`src/verilog/ctc_pkg.sv`:
```
// constants for the counter/timer channel: control word fields, values
// after reset, prescaler terminal counts and the channel state encoding.
// assumes nothing of its surroundings; every use is ctc_pkg::name.
package ctc_pkg;

  // ****************************************************************
  // control word bit positions
  // ****************************************************************
  localparam int CTRL_FLAG_BIT = 0;
  localparam int SOFT_RESET_BIT = 1;
  localparam int TC_FOLLOWS_BIT = 2;
  localparam int TRIG_START_BIT = 3;
  localparam int EDGE_RISING_BIT = 4;
  localparam int PRESCALE_256_BIT = 5;
  localparam int COUNTER_MODE_BIT = 6;
  localparam int INT_ENABLE_BIT = 7;

  // ****************************************************************
  // vector byte layout
  // ****************************************************************
  localparam int VEC_HI_LSB = 3;
  localparam int VEC_CH_LSB = 1;

  // ****************************************************************
  // counts and values after reset
  // ****************************************************************
  localparam logic [7:0] PRE_LAST_16 = 8'h0F;
  localparam logic [7:0] PRE_LAST_256 = 8'hFF;
  localparam logic [7:0] COUNT_ONE = 8'h01;
  localparam logic [7:0] CTRL_RESET = 8'h00;
  localparam logic [7:0] TC_RESET = 8'h00;
  localparam logic [7:0] PRE_RESET = 8'h00;
  localparam logic [4:0] VEC_HI_RESET = 5'h00;
  // enabled edges before the synchroniser's third stage holds a pin sample
  localparam logic [1:0] SYNC_FILL = 2'h3;

  // gray coded along idle -> wait for trigger -> counting
  typedef enum logic [1:0] {
    ST_HALTED = 2'b00,
    ST_WAIT_TRIG = 2'b01,
    ST_COUNTING = 2'b11
  } chan_state_e;

endpackage

```
`src/verilog/edge_if.sv`:
```
// edge events of the count/trigger pin, carried from the synchroniser
// to the channel logic. assumes both ends share one clock.
`timescale 1ns/100ps

interface edge_if;
  logic rise;
  logic fall;
  modport src (output rise, output fall);
  modport dst (input rise, input fall);
endinterface

```
`src/verilog/pin_edge_sync.sv`:
```
// three-stage synchroniser with edge detection for an asynchronous pin.
// assumes a free running clock; clk_en low freezes every stage.
`timescale 1ns/100ps

module pin_edge_sync (
  input wire logic clk,
  input wire logic arst_n,
  input wire logic clk_en,
  input wire logic pin,
  edge_if.src ev
);

  typedef struct packed {
    logic s1;
    logic s2;
    logic s3;
    logic level;
    logic primed;
    logic [1:0] fill;
    logic rise;
    logic fall;
  } sync_s;

  sync_s st;
  sync_s next_st;

  // ****************************************************************
  // a change counts once the second and third stages agree
  // ****************************************************************
  always_comb begin
    next_st = st;
    next_st.s1 = pin;
    next_st.s2 = st.s1;
    next_st.s3 = st.s2;
    next_st.rise = 1'b0;
    next_st.fall = 1'b0;
    // stages hold reset zeros until filled; learning the idle level
    // from them would report a false edge on a pin that idles high
    if (st.fill != ctc_pkg::SYNC_FILL) begin
      next_st.fill = st.fill + 2'h1;
    end
    if (st.s2 == st.s3 && st.fill == ctc_pkg::SYNC_FILL) begin
      // first agreement only learns the idle level, so no false edge
      if (!st.primed) begin
        next_st.primed = 1'b1;
        next_st.level = st.s3;
      end else if (st.s3 != st.level) begin
        next_st.level = st.s3;
        next_st.rise = st.s3;
        next_st.fall = !st.s3;
      end
    end
  end

  always_ff @(posedge clk or negedge arst_n) begin
    if (!arst_n) begin
      st <= '0;
    end else if (clk_en) begin
      st <= next_st;
    end
  end

  assign ev.rise = st.rise;
  assign ev.fall = st.fall;

endmodule

```
`src/verilog/counter_timer_channel.sv`:
```
// one 8-bit counter/timer channel written through a single byte port.
// assumes port writes are one-cycle strobes on clk and the pin is async.
//
// Overview of operation
// a port byte with bit 0 set is taken as the channel control word.
// control bit 7 enables an interrupt request at every zero count.
// interrupts work in both modes and bit 7 may change at any time.
// bit 6 picks timer mode (prescaled clock) or counter mode (pin edges).
// in timer mode bit 5 picks a prescaler of 16 or 256.
// bit 4 picks the rising or the falling pin edge as active.
// bit 3 picks automatic timer start or start on an active pin edge.
// a control word with bit 2 set makes the next byte the time constant.
// a control word with bit 1 set halts counting until a new constant.
// nothing counts until a time constant has been written.
// the constant gives counts of 1 to 256, with zero meaning 256.
// a byte with bit 0 clear sets the upper five vector bits; the
//       channel number fills bits 2 to 1 of the returned vector; the code returns 0 there from reset until the first enabled clock.
// at zero count the counter reloads the constant and keeps going.
`timescale 1ns/100ps

module counter_timer_channel #(
  parameter logic [1:0] CHANNEL_NUM = 2'h0
) (
  input wire logic clk,
  input wire logic arst_n,
  input wire logic clk_en,
  input wire logic port_wr,
  input wire logic [7:0] port_data,
  input wire logic count_trigger_input,
  input wire logic int_ack,
  output logic int_req,
  output logic zero_count,
  output logic counting,
  output logic [7:0] int_vector,
  output logic [7:0] count_value
);

  typedef struct packed {
    logic [7:0] ctrl;
    logic [7:0] tc;
    logic [7:0] count;
    logic [7:0] pre;
    logic tc_next;
    logic reload_pend;
    ctc_pkg::chan_state_e state;
    logic int_pend;
    logic zc;
    logic run;
    logic [4:0] vec_hi;
    logic [7:0] vec;
    logic [7:0] cnt_out;
  } chan_s;

  chan_s st;
  chan_s next_st;

  edge_if pin_ev ();

  pin_edge_sync u_sync (
    .clk(clk),
    .arst_n(arst_n),
    .clk_en(clk_en),
    .pin(count_trigger_input),
    .ev(pin_ev)
  );

  // ****************************************************************
  // decoded control fields
  // ****************************************************************
  logic ctrl_write;
  logic tc_write;
  logic vec_write;
  logic active_edge;
  logic pre_last;
  logic tick;
  logic hits_zero;
  logic [7:0] pre_limit;

  always_comb begin
    ctrl_write = port_wr && !st.tc_next
      && port_data[ctc_pkg::CTRL_FLAG_BIT];
    tc_write = port_wr && st.tc_next;
    vec_write = port_wr && !st.tc_next
      && !port_data[ctc_pkg::CTRL_FLAG_BIT];
    active_edge = st.ctrl[ctc_pkg::EDGE_RISING_BIT]
      ? pin_ev.rise : pin_ev.fall;
    pre_limit = st.ctrl[ctc_pkg::PRESCALE_256_BIT]
      ? ctc_pkg::PRE_LAST_256 : ctc_pkg::PRE_LAST_16;
    pre_last = (st.pre == pre_limit);
    if (st.state != ctc_pkg::ST_COUNTING) begin
      tick = 1'b0;
    end else if (st.ctrl[ctc_pkg::COUNTER_MODE_BIT]) begin
      tick = active_edge;
    end else begin
      tick = pre_last;
    end
    // count 0 stands for 256, so zero is reached from a count of one
    hits_zero = tick && (st.count == ctc_pkg::COUNT_ONE);
  end

  // ****************************************************************
  // next state
  // ****************************************************************
  always_comb begin
    next_st = st;
    next_st.zc = 1'b0;

    // prescaler runs only while the timer is counting
    if (st.state == ctc_pkg::ST_COUNTING
        && !st.ctrl[ctc_pkg::COUNTER_MODE_BIT]) begin
      next_st.pre = pre_last ? ctc_pkg::PRE_RESET : st.pre + 8'h01;
    end else begin
      next_st.pre = ctc_pkg::PRE_RESET;
    end

    // waiting timer starts on the selected pin edge
    if (st.state == ctc_pkg::ST_WAIT_TRIG && active_edge) begin
      next_st.state = ctc_pkg::ST_COUNTING;
    end

    if (tick) begin
      if (hits_zero) begin
        next_st.count = st.tc;
        next_st.reload_pend = 1'b0;
        next_st.zc = 1'b1;
        if (st.ctrl[ctc_pkg::INT_ENABLE_BIT]) begin
          next_st.int_pend = 1'b1;
        end
      end else begin
        next_st.count = st.count - 8'h01;
      end
    end

    if (ctrl_write) begin
      next_st.ctrl = port_data;
      next_st.tc_next = port_data[ctc_pkg::TC_FOLLOWS_BIT];
      if (port_data[ctc_pkg::SOFT_RESET_BIT]) begin
        next_st.state = ctc_pkg::ST_HALTED;
        next_st.pre = ctc_pkg::PRE_RESET;
      end
      // clearing the enable in a cycle without a zero count withdraws a request not yet served
      if (!port_data[ctc_pkg::INT_ENABLE_BIT] && !hits_zero) begin
        next_st.int_pend = 1'b0;
      end
    end

    if (tc_write) begin
      next_st.tc = port_data;
      next_st.tc_next = 1'b0;
      if (st.state == ctc_pkg::ST_HALTED) begin
        // start only from a halted channel with a constant in hand
        next_st.count = port_data;
        next_st.pre = ctc_pkg::PRE_RESET;
        if (!st.ctrl[ctc_pkg::COUNTER_MODE_BIT]
            && st.ctrl[ctc_pkg::TRIG_START_BIT]) begin
          next_st.state = ctc_pkg::ST_WAIT_TRIG;
        end else begin
          next_st.state = ctc_pkg::ST_COUNTING;
        end
      end else begin
        // a running channel takes the new constant at its next reload
        next_st.reload_pend = 1'b1;
      end
    end

    if (vec_write) begin
      next_st.vec_hi = port_data[7:ctc_pkg::VEC_HI_LSB];
    end

    // a zero count in the acknowledge cycle keeps its request
    if (int_ack && !(hits_zero && st.ctrl[ctc_pkg::INT_ENABLE_BIT])) begin
      next_st.int_pend = 1'b0;
    end

    next_st.run = (next_st.state == ctc_pkg::ST_COUNTING);
    next_st.vec = {next_st.vec_hi, CHANNEL_NUM, 1'b0};
    next_st.cnt_out = next_st.count;
  end

  // ****************************************************************
  // state register
  // ****************************************************************
  always_ff @(posedge clk or negedge arst_n) begin
    if (!arst_n) begin
      st.ctrl <= ctc_pkg::CTRL_RESET;
      st.tc <= ctc_pkg::TC_RESET;
      st.count <= ctc_pkg::TC_RESET;
      st.pre <= ctc_pkg::PRE_RESET;
      st.tc_next <= 1'b0;
      st.reload_pend <= 1'b0;
      st.state <= ctc_pkg::ST_HALTED;
      st.int_pend <= 1'b0;
      st.zc <= 1'b0;
      st.run <= 1'b0;
      st.vec_hi <= ctc_pkg::VEC_HI_RESET;
      st.vec <= {ctc_pkg::VEC_HI_RESET, 2'h0, 1'b0};
      st.cnt_out <= ctc_pkg::TC_RESET;
    end else if (clk_en) begin
      st <= next_st;
    end
  end

  assign int_req = st.int_pend;
  assign zero_count = st.zc;
  assign counting = st.run;
  assign int_vector = st.vec;
  assign count_value = st.cnt_out;

endmodule

```
`config.mk`:
```
export PLATFORM = sky130hd
export DESIGN_NAME = counter_timer_channel
export DESIGN_NICKNAME = d
export VERILOG_FILES = /design/src/verilog/ctc_pkg.sv /design/src/verilog/edge_if.sv /design/src/verilog/pin_edge_sync.sv /design/src/verilog/counter_timer_channel.sv
export SDC_FILE = /design/constraint.sdc
export NUM_CORES = 1
export LEC_CHECK = 0
export ABC_CLOCK_PERIOD_IN_PS = 1950
export BUFFER_PORTS_ARGS = -buffer_cell sky130_fd_sc_hd__buf_4
export CAP_MARGIN = 20
export CORE_ASPECT_RATIO = 0.75
export CORE_MARGIN = 3
export CORE_UTILIZATION = 52
export DETAILED_ROUTE_END_ITERATION = 7
export PLACE_DENSITY = 0.76
export SYNTH_ARGS = -nofsm -noshare
export SYNTH_HDL_FRONTEND = slang
export SYNTH_SLANG_ARGS = --single-unit
```
`constraint.sdc`:
```
create_clock -name clk -period 1.95 [get_ports clk]
set_clock_uncertainty 0.05 [all_clocks]
set_input_delay 0.195 -clock clk [delete_from_list [all_inputs] [get_ports clk]]
set_output_delay 0.195 -clock clk [all_outputs]
set_load 0.03 [all_outputs]
```
==> impl_metrics.env <==
export IMPL_final_hold_worst_slack_ns=0.0677
export IMPL_criticalPathCategory="reg2reg"
export IMPL_maxSlewViolCount=0
export IMPL_drt_initial_drc_count=176
export IMPL_p_leak_nw=1.37
export IMPL_grt_pass1_vias=1795
export IMPL_timing_worst_slew_pin_value_ns=0.610
export IMPL_cts_tree="yes"
export IMPL_wl_per_cell_um=16.0
export IMPL_initial_core_util_pct=56.2
export IMPL_postSynthRegisterBits=49
export IMPL_grt_pass1_wl_mm=8.85
export IMPL_numCtsBuffers=5
export IMPL_async_reset_ff_share_pct=100
export IMPL_antenna_diode_count=0
export IMPL_startpoint_type="flip-flop"
export IMPL_drtAntennaViolNets=0
export IMPL_syn_cell_area_mm2=0.00261
export IMPL_finish_instance_area_mm2=0.00304
export IMPL_synth_compound_area_share_pct=13.4
export IMPL_ctsHtreeMaxLevel=2
export IMPL_timing_max_slew_rel_slack_pct=59.4
export IMPL_post_synth_num_cell_types=56
export IMPL_synth_top_cell_area_share_pct=46.9
export IMPL_portBuffers=29
export IMPL_detail_route_wirelength_mm=5.39
export IMPL_timing_hold_violations_final=0
export IMPL_final_layout_size_suffix_gt1_share_pct=36.7
export IMPL_path_clk_slew_ns=0.09
export IMPL_dp_final_hpwl_mm=4.01
export IMPL_ys_dominant_reg_cell="dfrtp_1"
export IMPL_timing_final_setup_violations=0
export IMPL_totalNegativeSetupSlack_ns=0
export IMPL_globalRouteTotalUtil_pct=19.7
export IMPL_num_rows=21
export IMPL_fp_dieArea_mm2=0.00592
export IMPL_yosys_area_share_adder_pct=2.87
export IMPL_dr_total_vias=1931
export IMPL_yosys_mux_area_fraction_pct=10.7
export IMPL_status="completed"
export IMPL_commonest_cells_after_routing_fill_and_taps_aside="49 x dfrtp_1, 49 x buf_4, 23 x mux2_2"
export IMPL_crit_path_max_fanout=5
export IMPL_synth_area_per_cell_um2=10.6
export IMPL_num_nets_final=300
export IMPL_post_route_drc_count=0
export IMPL_final_min_period_over_clock_period_pct=96.9
export IMPL_die_w_um=87.9
export IMPL_grt_start_max_net_pins=50
export IMPL_postLayoutCoreUtil_pct=65.3
export IMPL_viasPerCell=5.71
export IMPL_power_per_cell_area_mw_per_mm2=1160
export IMPL_ys_seq_area_share_pct=46.9
export IMPL_worstPathArrival_ns=2.08
export IMPL_detailedRoute_firstPassIterationCount=6
export IMPL_numClockSinks=49
export IMPL_grt_overflow_total=0
export IMPL_maxCapViolCount=0
export IMPL_final_min_clock_period_ns=1.89
export IMPL_fp_dieH_um=67.4
export IMPL_required_ns=2.14
export IMPL_achievable_frequency_mhz=529
export IMPL_synth_top_area_cell="dfrtp_1"
export IMPL_holdCritPathClass="in2reg"
export IMPL_area_delta_synth_final_pct=16.2
export IMPL_core_area_mm2=0.00465
export IMPL_area_contributors_post_synth="dfrtp_1 47%, mux2_2 9.9%, buf_4 4.6%, ha_1 2.9%, nand2_1 2.9%"
export IMPL_antenna_violations_before_repair=0
export IMPL_dominant_combinational_cell_family_by_area_after_synthesis="simple AND/OR/NAND/NOR gates"
export IMPL_yosys_area_share_xor_xnor_pct=2.01
export IMPL_place_gp_congestion=0.834
export IMPL_max_clock_path_buffers=2
export IMPL_synth_enable_flop_cells=0
export IMPL_critPathCaptureType="flip-flop"
export IMPL_placed_area_mm2=0.00288
export IMPL_post_synth_and_or_nand_nor_area_fraction_pct=16.6
export IMPL_insertion_delay_ns=0.30
export IMPL_root_buffer="clkbuf_8"
export IMPL_synthesis_instances=246
export IMPL_io_pins=33
export IMPL_synthesis_yosys_warnings=0
export IMPL_vdd_ir_drop_max_mv=0.708
export IMPL_setup_reg_to_reg_worst_slack_ns=0.06
final timing paths:
kind	startpoint	end	cells past startpoint
max reg2reg	st[57]	count_value[2]	6
max	st[57]	count_value[2]	6
min	count_trigger_input	u_sync.next_st[7]	2
min reg2reg	u_sync.st[2]	u_sync.st[2]	1
min in group asynchronous	arst_n	st[35]	2
max in group asynchronous	arst_n	count_value[0]	2
power breakdown:
group	internal [W]	switching, W
Sequential	0.00128	0.000211
Combinational	0.000668	0.000735
Clock	0.000292	0.000351
Total	0.00224	0.00130
cell usage after synthesis, types with 3 or more instances:
| cell type | number |
|---|---|
| nand2b_1 | 4 |
| o221a_2 | 5 |
| o21ai_0 | 13 |
| a32o_1 | 3 |
| ha_1 | 6 |
| nor2_1 | 18 |
| inv_1 | 6 |
| nor3_1 | 5 |
| xor2_1 | 3 |
| nand3_1 | 11 |
| nand2_1 | 20 |
| a21oi_1 | 6 |
| clkbuf_1 | 7 |
| dfrtp_1 | 49 |
| mux2_2 | 23 |
| xnor2_1 | 3 |
| buf_4 | 16 |
kinds of logic after synthesis:
group                      count (synthesis)
buffers and inverters                     31
adders and majority gates                  6
other                                      1
muxes                                     25
DFF                                       49
and+or+nand+nor                           82
AOI/OAI and AO/OA                         46
xor gates and xnor gates                   6
through the flow:
step,power [W],setup slack [ns],instances
detailed placement,0.00286,0.0599,326
global placement,0.00281,0.0854,326
global route,0.00375,-0.00324,338
CTS,0.00350,0.0369,335
finish,0.00354,0.0610,338
floorplan,0.00251,0.0529,248
worst max-delay path: stages, from the launching register on:
cell and delay, ns:
dfrtp_1 0.41, or4_4 0.55, o22ai_4 0.14, a32o_2 0.19, buf_4 0.14, nand2b_4 0.14
o221a_2 0.20
metal layers:
| layer | vias to the layer above | track usage [%] | share of wire [%] | wire [um] |
|---|---|---|---|---|
| li1 | 933 | - | - | - |
| met1 | 924 | 30.1 | 49 | 2620 |
| met2 | 71 | 27.7 | 43 | 2330 |
| met3 | 3 | 4.76 | 7.8 | 422 |
| met4 | 0 | 5.36 | 0.45 | 24 |
| met5 | - | 0 | 0 | 0 |
sequential cells by signal, summed over array words and instances (netlist names):
signal	flops
count_value	8
counting	1
int_req	1
int_vector	5
st	24
u_sync.ev.fall	1
u_sync.ev.rise	1
u_sync.next_st	2
u_sync.st	5
zero_count	1
cell type report:
type                            instances  area, um2
Fill cell                             374       1610
Clock inverter                          2       16.3
Multi-Input combinational cell        168       1240
Timing Repair Buffer                   50        378
Tap cell                               57       71.3
Inverter                                6       22.5
Sequential cell                        49       1230
Clock buffer                            6       82.6
what timing repair did:
item / CTS / global route
endpoints found under the setup margin: 0 / 8
buffers inserted: 0 / 3
hold buffers: 1 / 0
endpoints found under the hold margin: 49 / 0
gates resized for setup: 0 / 5
No activity file was read; power rests on OpenSTA's default activity.
